$ cat src/hdl/psic_pkg.sv
package psic_pkg;

	// Register bus geometry
	localparam int ADDR_W = 5;
	localparam int DATA_W = 16;
	localparam int EVT_N = 7;

	// Register offsets
	localparam logic [4:0] OFS_PHY_STATUS = 5'h10;
	localparam logic [4:0] OFS_INT_CONTROL = 5'h11;
	localparam logic [4:0] OFS_EVENT_STATUS = 5'h12;
	localparam logic [4:0] OFS_IRQ_STATUS = 5'h18;
	localparam logic [4:0] OFS_IRQ_MASK = 5'h19;

	// Consolidated status field positions
	localparam int STS_JABBER = 5;
	localparam int STS_AN_DONE = 4;
	localparam int STS_LOOPBACK = 3;
	localparam int STS_DUPLEX = 2;
	localparam int STS_SPEED10 = 1;
	localparam int STS_LINK = 0;

	// Interrupt control field positions
	localparam int CTL_TEST_INT = 2;
	localparam int CTL_EVT_GATE = 1;
	localparam int CTL_PIN_IS_IRQ = 0;
	localparam int CTL_W = 3;

	// Event indices; status sits at index + EVT_STATUS_LSB, enable at index
	localparam int EVT_ENERGY = 6;
	localparam int EVT_LINK = 5;
	localparam int EVT_SPEED = 4;
	localparam int EVT_DUPLEX = 3;
	localparam int EVT_AN_DONE = 2;
	localparam int EVT_FCS_HALF = 1;
	localparam int EVT_RXER_HALF = 0;
	localparam int EVT_STATUS_LSB = 8;

	// Reset values
	localparam logic [2:0] CTL_RESET = 3'h0;
	localparam logic [6:0] EVT_EN_RESET = 7'h00;
	localparam logic [6:0] IRQ_MASK_RESET = 7'h00;
	localparam logic [15:0] RDATA_RESET = 16'h0000;

endpackage

$ cat src/hdl/psic_event_latch.sv
`timescale 1ns/1ps

// Bank of sticky flags: set by hardware, cleared per bit, set wins
module psic_event_latch
(
	// Clock and reset
	input wire logic sys_clk,
	input wire logic rst_n,
	// Per-bit set and clear
	input wire logic [psic_pkg::EVT_N-1:0] set_in,
	input wire logic [psic_pkg::EVT_N-1:0] clear_in,
	// Sticky flags
	output logic [psic_pkg::EVT_N-1:0] flag
);
	import psic_pkg::*;

	genvar i;

	// One flag per event; an event in the clearing cycle is kept
	generate
		for (i = 0; i < EVT_N; i++)
		begin : g_flag
			always_ff @(posedge sys_clk)
			begin
				if (!rst_n)
					flag[i] <= 1'b0;
				else if (set_in[i])
					flag[i] <= 1'b1;
				else if (clear_in[i])
					flag[i] <= 1'b0;
			end
		end
	endgenerate

endmodule

$ cat src/hdl/psic_sync.sv
`timescale 1ns/1ps

// Two-stage synchroniser for a level arriving from a pin
module psic_sync
(
	// Clock and reset
	input wire logic sys_clk,
	input wire logic rst_n,
	// Level in and out
	input wire logic async_in,
	output logic sync_out
);

	logic stage1;

	// Only the second stage reads the first, to let metastability settle
	always_ff @(posedge sys_clk)
	begin
		if (!rst_n)
		begin
			stage1 <= 1'b1;
			sync_out <= 1'b1;
		end
		else
		begin
			stage1 <= async_in;
			sync_out <= stage1;
		end
	end

endmodule

$ cat src/hdl/psic_top.sv
`timescale 1ns/1ps

// Notes on behaviour
// - Status bit 5 mirrors jabber, 10 Mb/s only, not cleared by read.
// - Status bit 4 reads 1 once auto-negotiation has finished.
// - Status bit 3 reads 1 while loopback is enabled.
// - Status bit 2 gives resolved duplex, 1 full, 0 half.
// - Status bit 1 gives resolved speed, 1 for 10, 0 for 100 Mb/s.
// - Status bit 0 mirrors link, not cleared by reading this register.
// - Control bits 15 to 3 ignore writes and read zero.
// - Control bit 2 forces an interrupt on the pin for as long as it is set; event_irq is not forced by it.
// - Control bit 1 gates all event interrupts on the pin; event_irq is not gated by it.
// - Control bit 0 selects interrupt output (1) or power-down input (0).
// - Sources: energy, link, speed, duplex, negotiation done, counter half-full.
// - Event status latches even when disabled; cleared by reading it.
// - An event pulls the pin only with its enable and the global gate set; event_irq needs only its mask bit.
module psic_top
(
	// Clock and reset
	input wire logic sys_clk,
	input wire logic rst_n,
	// Register port
	input wire logic [psic_pkg::ADDR_W-1:0] reg_addr,
	input wire logic [psic_pkg::DATA_W-1:0] reg_wdata,
	input wire logic reg_wr,
	input wire logic reg_rd,
	output logic [psic_pkg::DATA_W-1:0] reg_rdata,
	// Live state from the transceiver core
	input wire logic core_jabber,
	input wire logic core_an_done,
	input wire logic core_loopback,
	input wire logic core_full_duplex,
	input wire logic core_speed10,
	input wire logic core_link,
	input wire logic core_energy,
	input wire logic core_fcs_half,
	input wire logic core_rxer_half,
	// Shared power-down / interrupt pin
	input wire logic powerdown_irq_pin_in,
	output logic powerdown_irq_pin_out,
	output logic powerdown_irq_pin_oe,
	// Outputs to the rest of the chip
	output logic powerdown_req,
	output logic event_irq
);
	import psic_pkg::*;

	// Control register fields
	// Three stored bits; everything above them reads zero
	logic test_interrupt;
	logic event_interrupt_gate;
	logic pin_is_irq;

	// Per-event enables and host mask
	logic [EVT_N-1:0] evt_enable;
	logic [EVT_N-1:0] irq_mask;

	// Previous core levels for change detection
	// All cleared by reset; the armed flag hides that first compare
	logic [EVT_N-1:0] prev_level;
	logic armed;

	// Sticky flag banks
	// Event flags clear on read, host flags clear on a written one
	logic [EVT_N-1:0] evt_status;
	logic [EVT_N-1:0] irq_status;

	// Synchronised pin level
	// Only this output of the synchroniser is read by logic
	logic pin_sync;

	// Decoded strobes
	// Address compares are full width, so aliases never decode
	wire sel_status = (reg_addr == OFS_PHY_STATUS);
	wire sel_ctrl = (reg_addr == OFS_INT_CONTROL);
	wire sel_evt = (reg_addr == OFS_EVENT_STATUS);
	wire sel_irq_sts = (reg_addr == OFS_IRQ_STATUS);
	wire sel_irq_msk = (reg_addr == OFS_IRQ_MASK);
	wire wr_ctrl = reg_wr && sel_ctrl;
	wire wr_evt = reg_wr && sel_evt;
	wire wr_irq_sts = reg_wr && sel_irq_sts;
	wire wr_irq_msk = reg_wr && sel_irq_msk;
	wire rd_evt = reg_rd && sel_evt;

	// Current event-facing levels gathered at their event indices
	// Speed and duplex are watched as resolved levels, not strobes
	logic [EVT_N-1:0] cur_level;
	assign cur_level[EVT_ENERGY] = core_energy;
	assign cur_level[EVT_LINK] = core_link;
	assign cur_level[EVT_SPEED] = core_speed10;
	assign cur_level[EVT_DUPLEX] = core_full_duplex;
	assign cur_level[EVT_AN_DONE] = core_an_done;
	assign cur_level[EVT_FCS_HALF] = core_fcs_half;
	assign cur_level[EVT_RXER_HALF] = core_rxer_half;

	// Which sources fire on any change and which only on a rising level
	// Change events fire both ways; completion and half-full only rising
	localparam logic [EVT_N-1:0] ANY_EDGE = 7'h78;

	// Event pulses, suppressed until the level history is valid after reset
	logic [EVT_N-1:0] evt_pulse;
	genvar g;
	generate
		for (g = 0; g < EVT_N; g++)
		begin : g_edge
			logic rose;
			logic changed;
			// Both edge kinds are formed; the constant mask picks one
			assign rose = cur_level[g] && !prev_level[g];
			assign changed = cur_level[g] != prev_level[g];
			assign evt_pulse[g] = armed && (ANY_EDGE[g] ? changed : rose);
		end
	endgenerate

	// Level history; the first cycle after reset only records
	// Without the armed flag, levels already high at reset
	// would look like fresh rising edges and set flags at once
	// Cost: an event in that very first cycle is not seen
	always_ff @(posedge sys_clk)
	begin
		if (!rst_n)
		begin
			prev_level <= '0;
			armed <= 1'b0;
		end
		else
		begin
			prev_level <= cur_level;
			armed <= 1'b1;
		end
	end

	// Status flags are set by every event, enabled or not, so
	// software polling with interrupts off still sees them
	// latch regardless of enable, clear on read
	psic_event_latch u_evt_latch
	(
		.sys_clk(sys_clk),
		.rst_n(rst_n),
		.set_in(evt_pulse),
		.clear_in({EVT_N{rd_evt}}),
		.flag(evt_status)
	);

	// Host-side sticky copy, cleared by writing ones
	// Kept apart from the event flags: reading the event word must
	// not drop a host interrupt that has not been acknowledged
	wire [EVT_N-1:0] irq_clear = wr_irq_sts ? reg_wdata[EVT_N-1:0] : '0;
	psic_event_latch u_irq_latch
	(
		.sys_clk(sys_clk),
		.rst_n(rst_n),
		.set_in(evt_pulse),
		.clear_in(irq_clear),
		.flag(irq_status)
	);

	// Pin level crosses in through two flops before anything looks at it
	// The pin is driven from off chip and may move at any time
	psic_sync u_pin_sync
	(
		.sys_clk(sys_clk),
		.rst_n(rst_n),
		.async_in(powerdown_irq_pin_in),
		.sync_out(pin_sync)
	);

	// Control register; reserved upper bits have no storage at all
	// Storing only the three defined bits keeps reserved reads
	// at zero with no masking needed on the read side
	// only the low three bits are written

	always_ff @(posedge sys_clk)
	begin
		if (!rst_n)
			test_interrupt <= CTL_RESET[CTL_TEST_INT];
		else if (wr_ctrl)
			test_interrupt <= reg_wdata[CTL_TEST_INT];
	end

	always_ff @(posedge sys_clk)
	begin
		if (!rst_n)
			event_interrupt_gate <= CTL_RESET[CTL_EVT_GATE];
		else if (wr_ctrl)
			event_interrupt_gate <= reg_wdata[CTL_EVT_GATE];
	end

	always_ff @(posedge sys_clk)
	begin
		if (!rst_n)
			pin_is_irq <= CTL_RESET[CTL_PIN_IS_IRQ];
		else if (wr_ctrl)
			pin_is_irq <= reg_wdata[CTL_PIN_IS_IRQ];
	end

	// Per-event enables, low half of the event word
	always_ff @(posedge sys_clk)
	begin
		if (!rst_n)
			evt_enable <= EVT_EN_RESET;
		else if (wr_evt)
			evt_enable <= reg_wdata[EVT_N-1:0];
	end

	// Host mask; a masked source still sets its sticky bit
	always_ff @(posedge sys_clk)
	begin
		if (!rst_n)
			irq_mask <= IRQ_MASK_RESET;
		else if (wr_irq_msk)
			irq_mask <= reg_wdata[EVT_N-1:0];
	end

	// Consolidated status word, live from the core, unaffected by reads
	// No latching here: the core owns any sticky behaviour, so a
	// read of this word can never clear what another register shows
	logic [DATA_W-1:0] status_word;
	always_comb
	begin
		status_word = '0;
		status_word[STS_JABBER] = core_jabber;
		status_word[STS_AN_DONE] = core_an_done;
		status_word[STS_LOOPBACK] = core_loopback;
		status_word[STS_DUPLEX] = core_full_duplex;
		status_word[STS_SPEED10] = core_speed10;
		status_word[STS_LINK] = core_link;
	end

	// duplex and speed are passed raw; qualifying them is software's job
	// Masking them here would hide a forced mode before link is up

	// Control word with reserved bits forced to zero
	// Built from the three flops alone, so no write can leak upward
	logic [DATA_W-1:0] ctrl_word;
	always_comb
	begin
		ctrl_word = '0;
		ctrl_word[CTL_TEST_INT] = test_interrupt;
		ctrl_word[CTL_EVT_GATE] = event_interrupt_gate;
		ctrl_word[CTL_PIN_IS_IRQ] = pin_is_irq;
	end

	// Event word: sticky status high, enables low, bits 15 and 7 zero
	// Status and enables share one word, so one read shows both
	logic [DATA_W-1:0] evt_word;
	always_comb
	begin
		evt_word = '0;
		evt_word[EVT_STATUS_LSB +: EVT_N] = evt_status;
		evt_word[EVT_N-1:0] = evt_enable;
	end

	// Host words padded to the bus width with zeros
	wire [DATA_W-1:0] irq_sts_word = {{(DATA_W-EVT_N){1'b0}}, irq_status};
	wire [DATA_W-1:0] irq_msk_word = {{(DATA_W-EVT_N){1'b0}}, irq_mask};

	// Read mux; unmapped addresses read zero
	// Selects are exclusive, so the order of the chain is free
	wire [DATA_W-1:0] next_rdata =
		sel_status ? status_word :
		sel_ctrl ? ctrl_word :
		sel_evt ? evt_word :
		sel_irq_sts ? irq_sts_word :
		sel_irq_msk ? irq_msk_word :
		RDATA_RESET;

	// Read data appears in the cycle after the strobe, and only then
	// Returning to zero between reads keeps stale words off the bus
	always_ff @(posedge sys_clk)
	begin
		if (!rst_n)
			reg_rdata <= RDATA_RESET;
		else if (reg_rd)
			reg_rdata <= next_rdata;
		else
			reg_rdata <= RDATA_RESET;
	end

	// an event needs its own enable and the global gate
	wire evt_hit = |(evt_status & evt_enable);
	wire gated_hit = event_interrupt_gate && evt_hit;
	wire next_pending = test_interrupt || gated_hit;
	// Host interrupt source: masked sticky copy
	wire next_event_irq = |(irq_status & irq_mask);

	// pin role follows control bit 0
	always_ff @(posedge sys_clk)
	begin
		if (!rst_n)
			powerdown_irq_pin_oe <= 1'b0;
		else
			powerdown_irq_pin_oe <= pin_is_irq;
	end

	// Interrupt is signalled active low on the pin
	// Driven even while the pin is an input; the enable decides
	// whether the level ever reaches the board
	always_ff @(posedge sys_clk)
	begin
		if (!rst_n)
			powerdown_irq_pin_out <= 1'b1;
		else
			powerdown_irq_pin_out <= !next_pending;
	end

	// Pin low requests power-down only while it is an input
	// Gating on the role stops our own interrupt level, seen back
	// through the synchroniser, from reading as a power-down request
	always_ff @(posedge sys_clk)
	begin
		if (!rst_n)
			powerdown_req <= 1'b0;
		else
			powerdown_req <= !pin_is_irq && !pin_sync;
	end

	// Host interrupt, held as a level until cleared or masked
	always_ff @(posedge sys_clk)
	begin
		if (!rst_n)
			event_irq <= 1'b0;
		else
			event_irq <= next_event_irq;
	end

	// enable bits are written by software; reset leaves all off
	// Until software opens them no event can reach the pin

endmodule

$ cat config.mk
export PLATFORM = sky130hd
export DESIGN_NAME = psic_top
export DESIGN_NICKNAME = d
export VERILOG_FILES = /design/src/hdl/psic_pkg.sv /design/src/hdl/psic_event_latch.sv /design/src/hdl/psic_sync.sv /design/src/hdl/psic_top.sv
export SDC_FILE = /design/constraint.sdc
export NUM_CORES = 1
export LEC_CHECK = 0
export ABC_AREA = 0
export BUFFER_PORTS_ARGS = -buffer_cell sky130_fd_sc_hd__buf_2
export CORE_ASPECT_RATIO = 1.1
export CORE_UTILIZATION = 53
export CTS_CLUSTER_DIAMETER = 50
export CTS_CLUSTER_SIZE = 24
export DETAILED_ROUTE_END_ITERATION = 10
export PLACE_DENSITY = 0.79
export SYNTH_ARGS = -nofsm -noshare
export SYNTH_HDL_FRONTEND = slang
export SYNTH_SLANG_ARGS = --single-unit
$ cat constraint.sdc
create_clock -name sys_clk -period 1.56 [get_ports sys_clk]
set_clock_uncertainty 0.1 [all_clocks]
set_input_delay 0.156 -clock sys_clk [delete_from_list [all_inputs] [get_ports sys_clk]]
set_output_delay 0.156 -clock sys_clk [all_outputs]
set_load 0.02 [all_outputs]
==> Yosys cells after proc, flatten, opt, wreduce, memory -nomap -nowiden <==
Cells that the tools add are included.
{ "word_totals": {"memories": 0, "wordCells": 115, "latch_bits": 0, "ramBits": 0, "out_inout_bits": 20, "mem_bits_ro": 0, "reg_bits": 61, "inputBits": 35} }
{ "op_classes": {"n_addsub": 0, "shifts": 0, "n_mux": 29, "n_reduce_logical": 43, "div_mod_pow": 0, "bitwise_logic": 4, "eq_ne": 9, "n_mul": 0, "n_lt_le_gt_ge": 0} }
{ "ops": {"columns": ["cell", "count"], "rows": [
  ["$reduce_bool 2->1", 14],
  ["$eq 5x5->1 const B", 5],
  ["$mux 1", 23],
  ["$mux 7", 3],
  ["$logic_and 1x1->1", 17],
  ["$mux 15", 1],
  ["$and 7x7->7", 2],
  ["$reduce_or 7->1", 2],
  ["$mux 6", 2],
  ["$logic_not 1->1", 6],
  ["$reduce_or 6->1", 1],
  ["$ne 1x1->1", 4],
  ["$reduce_or 4->1", 1],
  ["$not 1->1", 2],
  ["$reduce_and 2->1", 1],
  ["$logic_or 1x1->1", 1]
]} }

==> Logic depth before layout (Yosys ltp) <==
Gate-level depths: netlist (run 1).
{ "depth": {"word_depth": 6, "mapped_depth": 5, "mapped_depth_nobuf": 4} }

==> By module <==
A second synthesis (run 1) with hierarchy kept.
{ "hier_totals": {"hier_cells": 280, "hier_area_um2": 2642.5} }
{ "by_module_without_submodules": {"columns": ["mod", "area_each_um2", "n_inst", "seq_area_each_um2", "cells_per_inst"], "rows": [
  ["psic_top", 2117.0, 1, 860.8, 234],
  ["psic_event_latch", 236.5, 2, 140.1, 21],
  ["psic_sync", 52.6, 1, 40.0, 4]
]} }

==> Least setup slack after synthesis (run 1) <==
No wires, ideal clock.
{ "synth_path": {"path_kind": "input to register", "startpoint": "input reg_addr[1] (netlist bit)", "endpoint": "register pin_is_irq", "required_ns": 1.332, "n_path_buf": 1, "slack_ns": 0.244, "arrival_ns": 1.088, "cell_stages": 5, "path_cell_list": "nand2b_2 > or4_1 > buf_2 > mux2i_1 > nor2_1"} }
{ "synth_between": {"elab_chain_cells": 2} }
{ "synth_rtl": {"columns": ["item", "line", "text"], "rows": [
  ["start, declared", "psic_top.sv:23", "input wire logic [psic_pkg::ADDR_W-1:0] reg_addr,"],
  ["$eq 5x5->1", "psic_top.sv:75", "wire sel_ctrl = (reg_addr == OFS_INT_CONTROL);"],
  ["$logic_and 1x1->1", "psic_top.sv:79", "wire wr_ctrl = reg_wr && sel_ctrl;"],
  ["end signal, assigned", "psic_top.sv:192", "pin_is_irq <= CTL_RESET[CTL_PIN_IS_IRQ];"],
  ["end signal, assigned", "psic_top.sv:194", "pin_is_irq <= reg_wdata[CTL_PIN_IS_IRQ];"],
  ["end, declared", "psic_top.sv:52", "logic pin_is_irq;"]
]} }
Every way passes these cells.
A chain may end at the register's enable or synchronous reset.

==> Final worst setup path (run 1) <==
{ "layout_path": {"startpoint": "input rst_n", "endpoint": "register reg_rdata[2] (netlist bit)"} }
{ "layout_between": {"elab_chain_cells": 1} }
{ "layout_rtl": {"columns": ["item", "line", "text"], "rows": [
  ["start, declared", "psic_top.sv:21", "input wire logic rst_n,"],
  ["$reduce_and 2->1 (no source line)", null, null],
  ["end signal, assigned", "psic_top.sv:275", "reg_rdata <= next_rdata;"],
  ["end, declared", "psic_top.sv:27", "output logic [psic_pkg::DATA_W-1:0] reg_rdata,"]
]} }
Every way passes these cells.

==> flow_metrics.env, run 1 <==
export IMPL_run_status="finished, final reports clean"
export IMPL_p_int_mw=2.449
export IMPL_postSynth_asyncResetShare=0
export IMPL_synth_top_cell_area_share=0.4961
export IMPL_design_power_total_mw=3.195
export IMPL_remaining_drc_errors=0
export IMPL_antenna_cells=0
export IMPL_global_route_usage_total=0.2623
export IMPL_placementRows=25
export IMPL_cp_cell_sequence="dlygate4sd3_1 > buf_2 > and2_1 > o21ai_0 > a211oi_2"
export IMPL_drv_max_cap_violation_count=0
export IMPL_post_cts_setup_buffer_count=0
export IMPL_reg2reg_depth=3
export IMPL_number_of_global_route_vias_before_repair=1886
export IMPL_crit_path_max_incr_delay_ns=0.51
export IMPL_synth_enable_flop_cells=0
export IMPL_commonest_cells_in_the_synthesized_netlist="sky130_fd_sc_hd__dfxtp_1, sky130_fd_sc_hd__nor2_1, sky130_fd_sc_hd__nand2_1, sky130_fd_sc_hd__a21oi_1, sky130_fd_sc_hd__mux2i_1"
export IMPL_die_area_um2=4765
export IMPL_worst_r2r_endpoint="powerdown_irq_pin_out$_SDFF_PN1_"
export IMPL_die_width_um=65.91
export IMPL_die_height_um=72.30
export IMPL_comb_power_share=0.092
export IMPL_timing_hold_worst_class="input port to flop"
export IMPL_cts_hold_buf=12
export IMPL_drive_above_1_share=0.2500
export IMPL_clkLatencyLatePin_ns=0.33
export IMPL_drv_slew=0
export IMPL_ioPinCount=55
export IMPL_worst_path_maximum_fanout=11
export IMPL_place_congestion=0.8721
export IMPL_fmax_mhz=689.1
export IMPL_mappedNetlistArea_um2=2381
export IMPL_startpoint_type="input port"
export IMPL_mean_routed_wirelength_per_cell_um=15.52
export IMPL_globalRoute_totalOverflow=0
export IMPL_post_cts_resized=0
export IMPL_timing_final_crit_period_ns=1.451
export IMPL_grt_start_max_net_pins=31
export IMPL_tritoncts="built"
export IMPL_slowest_stage_cell_cp="sky130_fd_sc_hd__dlygate4sd3_1"
export IMPL_tritoncts_num_buffers=9
export IMPL_cts_buffer_depth=2
export IMPL_crit_path_start="rst_n"
export IMPL_drt_pre_antenna_iters=5
export IMPL_clkTransAtPathRegs_ns=0.06
export IMPL_yosys_cell_count_top_type="sky130_fd_sc_hd__dfxtp_1"
export IMPL_worstPathRequired_ns=1.72
export IMPL_finish_net_count=352
export IMPL_area_growth_synth_to_final_pct=27.06
export IMPL_setup_violations_final=0
export IMPL_syn_area_per_cell_um2=9.486
export IMPL_power_density_nw_per_um2=1056
export IMPL_routed_wl_um=5804
export IMPL_timing_critical_path_arrival_ns=1.61
export IMPL_post_synth_main_area_contributors="sky130_fd_sc_hd__dfxtp_1, sky130_fd_sc_hd__mux2i_1, sky130_fd_sc_hd__a21oi_1"
export IMPL_timing_hold_violations_final=0
export IMPL_via_count=2048
export IMPL_grt_pass1_wl_um=8907
export IMPL_p_seq_frac=0.497
export IMPL_netlist_instances=251
export IMPL_number_of_i_o_port_buffers=43
export IMPL_crit_path_end="reg_rdata[2]$_SDFF_PN0_"
export IMPL_synthesis_warning_total=0
export IMPL_yosysTopAreaCell="sky130_fd_sc_hd__dfxtp_1"
export IMPL_power_ir_vdd_worst_v=0.0007542
export IMPL_type_of_the_worst_setup_path="input port to flop"
export IMPL_viasPerCell=5.476
export IMPL_worst_case_register_to_register_setup_slack_ns=0.33
export IMPL_initial_core_util=0.5516
export IMPL_drt_iter0_markers=168
export IMPL_post_route_period_util=0.9303
export IMPL_power_switching_share=0.2335
export IMPL_detailed_place_hpwl_um=4115
export IMPL_switching_power_mw=0.7459
export IMPL_hold_path_startpoint="reg_wdata[3]"
export IMPL_fillers=340
export IMPL_synth_top_flop_cell="sky130_fd_sc_hd__dfxtp_1"
export IMPL_unrepaired_setup_endpoints_after_global_routing="false"
export IMPL_final_antenna_net_count=0
export IMPL_cts_root_buf="sky130_fd_sc_hd__clkbuf_8"
export IMPL_reg_to_reg_start="evt_enable[1]$_SDFFE_PN0P_"
export IMPL_power_leakage_nw=1.373
export IMPL_number_of_antenna_violations_at_the_first_check_in_global_routing=0
export IMPL_cts_num_sinks=59
export IMPL_clock_tree_htree_level_count=3
export IMPL_ys_ff_latch=59
export IMPL_totalNegativeSetupSlack_ns=0
export IMPL_seq_area_frac_synth=0.4961
export IMPL_coreArea_um2=4317
export IMPL_endpoint_kind="flop"
export IMPL_synth_cell_types=43
export IMPL_power_share_clock=0.411
==> power groups by stage <==
stage / logic (mW) / clock network, mW / registers [mW]
6_report: 0.292 / 1.31 / 1.59
4_1_cts: 0.291 / 1.33 / 1.59
2_1_floorplan: 0.155 / 0 / 1.61
3_3_place_gp: 0.260 / 0 / 1.62
5_1_grt: 0.320 / 1.39 / 1.59
3_5_place_dp: 0.266 / 0 / 1.62
==> placed cells by master, fill, tap and decap left out, types with 6 or more instances in the layout <==
master / n
sky130_fd_sc_hd__and3_1: 12
sky130_fd_sc_hd__nand2_1: 21
sky130_fd_sc_hd__inv_1: 8
sky130_fd_sc_hd__dlygate4sd3_1: 12
sky130_fd_sc_hd__buf_2: 43
sky130_fd_sc_hd__dfxtp_1: 59
sky130_fd_sc_hd__o21ai_0: 14
sky130_fd_sc_hd__a21oi_1: 18
sky130_fd_sc_hd__mux2i_1: 17
sky130_fd_sc_hd__and2_1: 9
sky130_fd_sc_hd__nor2_1: 22
sky130_fd_sc_hd__buf_4: 9
sky130_fd_sc_hd__clkbuf_8: 10
sky130_fd_sc_hd__a2bb2oi_1: 6
==> area by class of cell <==
| class | instances | area (um^2) | area share |
|---|---|---|---|
| Sequential cell | 59 | 1181 | 0.3904 |
| Multi-Input combinational cell | 172 | 1102 | 0.3644 |
| Timing Repair Buffer | 67 | 462.9 | 0.1530 |
| Clock buffer | 11 | 141.4 | 0.04673 |
| Tap cell | 54 | 67.56 | 0.02233 |
| Clock inverter | 3 | 40.04 | 0.01323 |
| Inverter | 8 | 30.03 | 0.009926 |
==> per-layer routing <==
layer | vias up | share of wire | track usage | wire length (um)
met5 | - | 0 | 0 | 0
met4 | 0 | 0.033 | 0.1498 | 194
met3 | 14 | 0.054 | 0.07704 | 311
met2 | 76 | 0.46 | 0.4036 | 2677
met1 | 944 | 0.45 | 0.3250 | 2621
li1 | 1014 | - | - | -
==> how the worst min path moves through the flow <==
stage          cells past startpoint  slack, ns                           end
3_5_place_dp                       2       0.27  u_pin_sync.stage1$_SDFF_PN1_
5_1_grt                            3       0.03      irq_mask[6]$_SDFFE_PN0P_
4_1_cts                            3      0.001    evt_enable[4]$_SDFFE_PN0P_
3_3_place_gp                       2       0.24  u_pin_sync.stage1$_SDFF_PN1_
6_report                           3       0.01      irq_mask[3]$_SDFFE_PN0P_
2_1_floorplan                      0       0.08                 armed$_DFF_P_
==> state kept, by name, summed over array words and instances (netlist names), 7 cells and up <==
signal            cells
prev_level            7
reg_rdata            14
u_irq_latch.flag      7
irq_mask              7
evt_enable            7
u_evt_latch.flag      7
==> stage by stage <==
| stage | cell area, um^2 | utilization | instances | setup WS, ns | hold WS, ns |
|---|---|---|---|---|---|
| after floorplan | 2385 | - | 252 | 0.2444 | 0.08372 |
| after global placement | 2724 | 0.6310 | 348 | 0.08963 | 0.2381 |
| after detailed placement | 2724 | 0.6310 | 348 | 0.05543 | 0.2654 |
| after CTS | 3025 | 0.7009 | 374 | 0.1342 | 0.001062 |
| after global routing | 3025 | 0.7009 | 374 | 0.003319 | 0.03140 |
| final | 3025 | 0.7009 | 374 | 0.1087 | 0.01351 |
==> cells by family after synthesis <==
group,Yosys count,synth area share
XOR/XNOR,4,0.01471
AO/OA/AOI/OAI,63,0.1703
multiplexers,17,0.07146
flip-flops,59,0.4961
other,1,0.001575
AND/OR/NAND/NOR,86,0.2034
buffers and inverters,21,0.04256
==> critical path, delay by kind of cell <==
family,cells,cell delay [ns]
and+or+nand+nor,1,0.34
buffers and inverters,2,0.71
AOI/OAI and AO/OA,2,0.40
(Power assumes the default switching activity.)
==> run 2, diff against run 1 <==
CELL_PAD_IN_SITES_DETAIL_PLACEMENT = 2   (was unset)
CELL_PAD_IN_SITES_GLOBAL_PLACEMENT = 2   (was unset)
CORE_UTILIZATION = 32   (was 53)
PLACE_DENSITY = unset   (was 0.79)
PLACE_DENSITY_LB_ADDON = 0.1   (was unset)
==> run 2 against run 1 <==
Compared with the run above:
- the run now ends with DRC left
- fmax grew 12%
- non-clock buffer count is 5 higher
- hold slack lost 0.0049 ns
- sequential power hardly changed
- final area increased by 2.2%
==> flow_metrics.env, run 2 (same netlist as run 1, synthesis figures left out) <==
export IMPL_most_frequent_standard_cell_in_the_layout_excluding_fill_and_tap_cells="sky130_fd_sc_hd__dfxtp_1"
export IMPL_cts_root_buf="sky130_fd_sc_hd__clkbuf_8"
export IMPL_globalRoute_totalOverflow=0
export IMPL_endpoint_kind="flop"
export IMPL_timing_hold_worst_class="input port to flop"
export IMPL_reg_to_reg_start="evt_enable[4]$_SDFFE_PN0P_"
export IMPL_worstHoldEndpoint="evt_enable[5]$_SDFFE_PN0P_"
export IMPL_timing_final_crit_period_ns=1.296
export IMPL_finish_net_count=357
export IMPL_place_congestion=0.7831
export IMPL_hold_path_startpoint="reg_wdata[5]"
export IMPL_startpoint_type="input port"
export IMPL_design_power_total_mw=3.300
export IMPL_power_switching_share=0.2525
export IMPL_drive_above_1_share=0.2630
export IMPL_number_of_global_route_vias_before_repair=2192
export IMPL_grt_pass1_wl_um=11730
export IMPL_route_met2_wl_um=3612
export IMPL_routed_wl_um=7328
export IMPL_met3WireLength_um=189
export IMPL_p_seq_frac=0.482
export IMPL_post_route_period_util=0.8310
export IMPL_die_area_um2=7790
export IMPL_die_width_um=84.25
export IMPL_via_count=2094
export IMPL_violated_checks="DRC"
export IMPL_fmax_mhz=771.4
export IMPL_die_height_um=92.47
export IMPL_worst_path_maximum_fanout=9
export IMPL_comb_power_share=0.090
export IMPL_largest_register="reg_rdata"
export IMPL_met1Wirelength_um=3407
export IMPL_grt_start_max_net_pins=24
export IMPL_number_of_flip_flops_in_the_largest_register=14
export IMPL_drt_pre_antenna_iters=7
export IMPL_reg2reg_depth=3
export IMPL_viasPerCell=5.083
export IMPL_coreArea_um2=7087
export IMPL_setup_violations_final=0
export IMPL_unrepaired_setup_endpoints_after_global_routing="false"
export IMPL_worstPathRequired_ns=1.69
export IMPL_multi_input_area_um2=1102
export IMPL_area_growth_synth_to_final_pct=29.79
export IMPL_worst_r2r_endpoint="powerdown_irq_pin_out$_SDFF_PN1_"
export IMPL_clock_tree_htree_level_count=3
export IMPL_remaining_drc_errors=4
export IMPL_initial_core_util=0.3360
export IMPL_power_share_clock=0.429
export IMPL_power_ir_vdd_worst_v=0.0004760
export IMPL_timing_hold_violations_final=0
export IMPL_cts_buffer_depth=2
export IMPL_detailed_place_hpwl_um=5380
export IMPL_drv_max_cap_violation_count=0
export IMPL_layout_cells_most_common_list="sky130_fd_sc_hd__dfxtp_1, sky130_fd_sc_hd__buf_2, sky130_fd_sc_hd__nor2_1, sky130_fd_sc_hd__nand2_1, sky130_fd_sc_hd__a21oi_1"
export IMPL_slew_headroom=0.6293
export IMPL_switching_power_mw=0.8331
export IMPL_ioPinCount=55
export IMPL_drv_slew=0
export IMPL_run_status="finished, violations left"
export IMPL_worst_slew_pin_transition_ns=0.5549
export IMPL_cts_num_sinks=59
export IMPL_worst_case_register_to_register_setup_slack_ns=0.37
export IMPL_mean_routed_wirelength_per_cell_um=17.79
export IMPL_post_cts_resized=0
export IMPL_global_route_usage_total=0.2042
export IMPL_power_density_nw_per_um2=1068
export IMPL_clkLatencyLatePin_ns=0.34
export IMPL_number_of_i_o_port_buffers=43
export IMPL_antenna_cells=0
export IMPL_number_of_antenna_violations_at_the_first_check_in_global_routing=0
export IMPL_final_hold_worst_slack_ns=0.008616
export IMPL_fillers=803
export IMPL_placementRows=32
export IMPL_min_path_cells=3
export IMPL_final_antenna_net_count=0
export IMPL_power_leakage_nw=1.382
export IMPL_p_int_mw=2.467
export IMPL_tritoncts_num_buffers=9
export IMPL_drt_iter0_markers=96
export IMPL_clkTransAtPathRegs_ns=0.07
export IMPL_topRoutingLayerUsed="met4"
export IMPL_regArea_um2=1181
export IMPL_tritoncts="built"
export IMPL_timing_critical_path_arrival_ns=1.42
export IMPL_type_of_the_worst_setup_path="input port to flop"
run 2: repair_timing:
action | 4_1_cts | 5_1_grt
endpoints found under the setup margin | 0 | 0
buffers inserted | 0 | 0
hold buffers | 12 | 0
hold endpoints to repair | 13 | 0
run 2: cell type report:
class / count / share of cell area
clock buffers: 12 / 0.04696
clock inverters: 4 / 0.01619
inverters: 8 / 0.009717
multi-input cells: 172 / 0.3567
flip-flops and latches: 59 / 0.3822
well taps: 85 / 0.03441
repair buffers: 72 / 0.1538
run 2: per-layer routing:
layer	vias up	GRT usage
met5	-	0
met4	0	0.08621
met3	11	0.03922
met2	34	0.3538
met1	1032	0.2471
li1	1017	-
run 2: how the worst max path moves through the flow:
stage / from / to / slack (ns) / cells past startpoint
finish: reg_addr[1] / event_interrupt_gate$_SDFFE_PN0P_ / 0.26 / 5
global route: reg_addr[3] / reg_rdata[0]$_SDFF_PN0_ / 0.23 / 5
CTS: reg_addr[1] / event_interrupt_gate$_SDFFE_PN0P_ / 0.30 / 5
detailed placement: reg_addr[3] / reg_rdata[2]$_SDFF_PN0_ / -0.04 / 5
global placement: reg_addr[3] / reg_rdata[2]$_SDFF_PN0_ / -0.03 / 5
floorplan: reg_addr[1] / pin_is_irq$_SDFFE_PN0P_ / 0.24 / 5
run 2: worst max-delay path, stage by stage:
cell and delay, ns:
sky130_fd_sc_hd__buf_2 0.15, sky130_fd_sc_hd__nand2b_2 0.24, sky130_fd_sc_hd__or4_1 0.55, sky130_fd_sc_hd__mux2i_1 0.25
sky130_fd_sc_hd__nor2_1 0.07
run 2: power by group through the flow:
stage / logic (mW) / registers (mW) / clock network [mW]
3_3_place_gp: 0.266 / 1.62 / 0
6_report: 0.296 / 1.59 / 1.41
3_5_place_dp: 0.273 / 1.62 / 0
5_1_grt: 0.326 / 1.59 / 1.51
4_1_cts: 0.300 / 1.59 / 1.45
2_1_floorplan: 0.155 / 1.61 / 0
run 2: through the flow:
stage	cells	TNS, ns	instance area (um^2)	util	worst slack, ns
floorplan	252	0	2385	-	0.2444
global placement	384	-0.02721	2775	0.3916	-0.02721
detailed placement	384	-0.04007	2775	0.3916	-0.03506
CTS	412	0	3090	0.4361	0.2955
global route	412	0	3090	0.4361	0.2308
finish	412	0	3090	0.4361	0.2636
==> run 3, diff against run 2 <==
ABC_AREA = 1   (was 0)
CORE_UTILIZATION = 27   (was 32)
clock period = 1.1 ns   (was 1.56 ns; I/O delays follow)
==> run 3 against run 2 <==
Compared with the run above:
- the flow finishes with violations (hold timing)
- flip-flop and latch count unchanged
- non-clock buffer count up 2
- setup slack worse by 0.21 ns
- routed wire length up 11%
- hold slack worse by 0.019 ns
- core utilization down 5.4 points
- critical endpoint is now reg_rdata[2]
==> flow_metrics.env, run 3 <==
export IMPL_ioPinCount=55
export IMPL_number_of_global_route_vias_before_repair=2494
export IMPL_final_hold_worst_slack_ns=-0.01018
export IMPL_comb_power_share=0.086
export IMPL_slowest_stage_cell_cp="sky130_fd_sc_hd__dfxtp_1"
export IMPL_number_of_flip_flops_in_the_largest_register=14
export IMPL_cts_buffer_depth=2
export IMPL_power_leakage_nw=1.514
export IMPL_yosys_cell_count_top_type="sky130_fd_sc_hd__nor2_1"
export IMPL_synth_top_flop_cell="sky130_fd_sc_hd__dfxtp_1"
export IMPL_globalRoute_totalOverflow=0
export IMPL_timing_hold_worst_class="input port to flop"
export IMPL_power_switching_share=0.2386
export IMPL_timing_critical_path_arrival_ns=0.84
export IMPL_worstHoldEndpoint="u_pin_sync.stage1$_SDFF_PN1_"
export IMPL_commonest_cells_in_the_synthesized_netlist="sky130_fd_sc_hd__nor2_1, sky130_fd_sc_hd__dfxtp_1, sky130_fd_sc_hd__nand2_1, sky130_fd_sc_hd__inv_1, sky130_fd_sc_hd__nand4_1"
export IMPL_worst_path_maximum_fanout=1
export IMPL_layout_core_utilization=0.3823
export IMPL_synth_top_cell_area_share=0.4858
export IMPL_synth_compound_gate_area_share=0.07926
export IMPL_drive_above_1_share=0.2545
export IMPL_synthesis_warning_total=0
export IMPL_die_height_um=101.5
export IMPL_synth_enable_flop_cells=0
export IMPL_remaining_drc_errors=0
export IMPL_detailed_place_hpwl_um=6295
export IMPL_routed_wl_um=8149
export IMPL_worst_r2r_endpoint="powerdown_irq_pin_out$_SDFF_PN1_"
export IMPL_endpoint_kind="output pin"
export IMPL_clock_tree_htree_level_count=3
export IMPL_startpoint_type="flop"
export IMPL_unrepaired_setup_endpoints_after_global_routing="false"
export IMPL_number_of_i_o_port_buffers=43
export IMPL_postSynth_asyncResetShare=0
export IMPL_reg_to_reg_start="evt_enable[4]$_SDFFE_PN0P_"
export IMPL_number_of_antenna_violations_at_the_first_check_in_global_routing=0
export IMPL_type_of_the_worst_setup_path="flop to output pin"
export IMPL_ys_ff_latch=59
export IMPL_netlist_instances=314
export IMPL_switching_power_mw=1.242
export IMPL_cp_cell_sequence="buf_2"
export IMPL_timing_hold_violations_final=2
export IMPL_largest_register="reg_rdata"
export IMPL_final_antenna_net_count=0
export IMPL_drv_slew=0
export IMPL_area_growth_synth_to_final_pct=34.28
export IMPL_power_density_nw_per_um2=1595
export IMPL_tritoncts_num_buffers=9
export IMPL_drt_pre_antenna_iters=4
export IMPL_syn_area_per_cell_um2=7.742
export IMPL_timing_final_crit_period_ns=1.046
export IMPL_via_count=2349
export IMPL_worst_case_register_to_register_setup_slack_ns=0.12
export IMPL_clkTransAtPathRegs_ns=0.07
export IMPL_finish_net_count=423
export IMPL_drv_max_cap_violation_count=0
export IMPL_synth_cell_types=31
export IMPL_totalNegativeSetupSlack_ns=0
export IMPL_die_area_um2=9388
export IMPL_final_ws_setup_ns=0.05383
export IMPL_setup_violations_final=0
export IMPL_power_share_clock=0.478
export IMPL_p_seq_frac=0.436
export IMPL_synth_mux_area_frac=0
export IMPL_min_path_cells=3
export IMPL_placementRows=35
export IMPL_coreArea_um2=8539
export IMPL_synth_top_family_by_area="simple AND/OR/NAND/NOR gates"
export IMPL_die_width_um=92.48
export IMPL_design_power_total_mw=5.205
export IMPL_seq_area_frac_synth=0.4858
export IMPL_fmax_mhz=955.9
export IMPL_place_congestion=0.8297
export IMPL_cts_root_buf="sky130_fd_sc_hd__clkbuf_8"
export IMPL_grt_pass1_wl_um=13100
export IMPL_initial_core_util=0.2847
export IMPL_mappedNetlistArea_um2=2431
export IMPL_crit_path_max_incr_delay_ns=0.34
export IMPL_power_ir_vdd_worst_v=0.0008517
export IMPL_drt_iter0_markers=59
export IMPL_xor_and_xnor_fraction_of_the_mapped_netlist_area=0.01441
export IMPL_route_met2_wl_um=4180
export IMPL_crit_buf_inv=1
export IMPL_cts_num_sinks=59
export IMPL_worstPathRequired_ns=0.89
export IMPL_hold_path_startpoint="rst_n"
export IMPL_reg2reg_depth=5
export IMPL_met1Wirelength_um=3596
export IMPL_synth_simple_gate_area_share=0.3407
export IMPL_antenna_cells=0
export IMPL_topRoutingLayerUsed="met4"
export IMPL_yosysTopAreaCell="sky130_fd_sc_hd__dfxtp_1"
export IMPL_viasPerCell=4.661
export IMPL_critPathTopFamily="flip-flops"
export IMPL_post_route_cell_area_um2=3264
export IMPL_met3WireLength_um=221
export IMPL_post_route_period_util=0.9511
export IMPL_run_status="finished, violations left"
export IMPL_global_route_usage_total=0.1903
export IMPL_p_int_mw=3.963
export IMPL_synth_fa_ha_area_frac=0
export IMPL_mean_routed_wirelength_per_cell_um=16.17
export IMPL_detailed_place_area_um2=2859
export IMPL_violated_checks="hold timing"
export IMPL_tritoncts="built"
export IMPL_layout_cells_most_common_list="sky130_fd_sc_hd__nor2_1, sky130_fd_sc_hd__dfxtp_1, sky130_fd_sc_hd__nand2_1, sky130_fd_sc_hd__buf_2, sky130_fd_sc_hd__inv_1"
export IMPL_clkLatencyLatePin_ns=0.33
export IMPL_post_synth_main_area_contributors="sky130_fd_sc_hd__dfxtp_1, sky130_fd_sc_hd__nor2_1, sky130_fd_sc_hd__nand2_1"
export IMPL_dpl_worst_slack_ns=-0.1473
export IMPL_post_cts_setup_buffer_count=0
export IMPL_most_frequent_standard_cell_in_the_layout_excluding_fill_and_tap_cells="sky130_fd_sc_hd__nor2_1"
export IMPL_grt_start_max_net_pins=19
[run 3: cell types whose count changed after synthesis, moves of 6 or more]
| cell | delta |
|---|---|
| sky130_fd_sc_hd__a2bb2oi_1 | -6 |
| sky130_fd_sc_hd__and2_1 | -9 |
| sky130_fd_sc_hd__and3_1 | -12 |
| sky130_fd_sc_hd__inv_1 | +16 |
| sky130_fd_sc_hd__mux2i_1 | -17 |
| sky130_fd_sc_hd__nand2_1 | +34 |
| sky130_fd_sc_hd__nand3_1 | +10 |
| sky130_fd_sc_hd__nand4_1 | +20 |
| sky130_fd_sc_hd__nor2_1 | +41 |
| sky130_fd_sc_hd__o21ai_0 | -7 |
| sky130_fd_sc_hd__o21ai_1 | +10 |
[run 3: stage by stage]
step | hold WS (ns) | instances
floorplan | 0.03772 | 315
global placement | 0.1979 | 473
detailed placement | 0.2033 | 473
CTS | 0.004867 | 505
global route | 0.02137 | 504
finish | -0.01018 | 504
[run 3: area by class of cell]
class | instances | area (um^2)
Clock buffer | 10 | 137.6
Timing Repair Buffer | 74 | 510.5
Sequential cell | 59 | 1182
Multi-Input combinational cell | 214 | 1067
Fill cell | 1009 | 5275
Inverter | 30 | 115.1
Tap cell | 111 | 138.9
Clock inverter | 6 | 112.6
[run 3: routing by layer]
metal / vias to the layer above / track usage
met3: 11 / 0.03153
li1: 1157 / -
met1: 1135 / 0.2259
met2: 46 / 0.3447
met5: - / 0
met4: 0 / 0.06971
[run 3: power groups by stage]
stage	clock [mW]	combinational, mW	sequential [mW]
3_3_place_gp	0	0.397	2.32
3_5_place_dp	0	0.404	2.32
2_1_floorplan	0	0.229	2.29
5_1_grt	2.64	0.493	2.28
6_report	2.49	0.446	2.27
4_1_cts	2.56	0.451	2.27
[run 3: worst max path at each step]
stage                       startpoint                               end  cells past startpoint
2_1_floorplan              reg_addr[0]        evt_enable[1]$_SDFFE_PN0P_                      7
3_3_place_gp               reg_addr[0]          irq_mask[6]$_SDFFE_PN0P_                      6
3_5_place_dp               reg_addr[0]          irq_mask[2]$_SDFFE_PN0P_                      7
4_1_cts        reg_rdata[2]$_SDFF_PN0_                      reg_rdata[2]                      1
5_1_grt                   core_speed10  u_irq_latch.flag[4]$_SDFFE_PN0P_                      5
6_report       reg_rdata[2]$_SDFF_PN0_                      reg_rdata[2]                      1
[run 3: kinds of logic (layout without fill, tap and decap cells)]
group	count (synthesis)	after routing
and+or+nand+nor	170	170
DFF	59	59
buffers and inverters	42	120
AOI/OAI and AO/OA	38	38
xor gates and xnor gates	4	4
other	1	2
[run 3: timing repair]
item	in CTS	in global routing
endpoints found under the setup margin	0	6
hold buffers	16	0
gates resized for setup	0	2
endpoints found under the hold margin	24	0
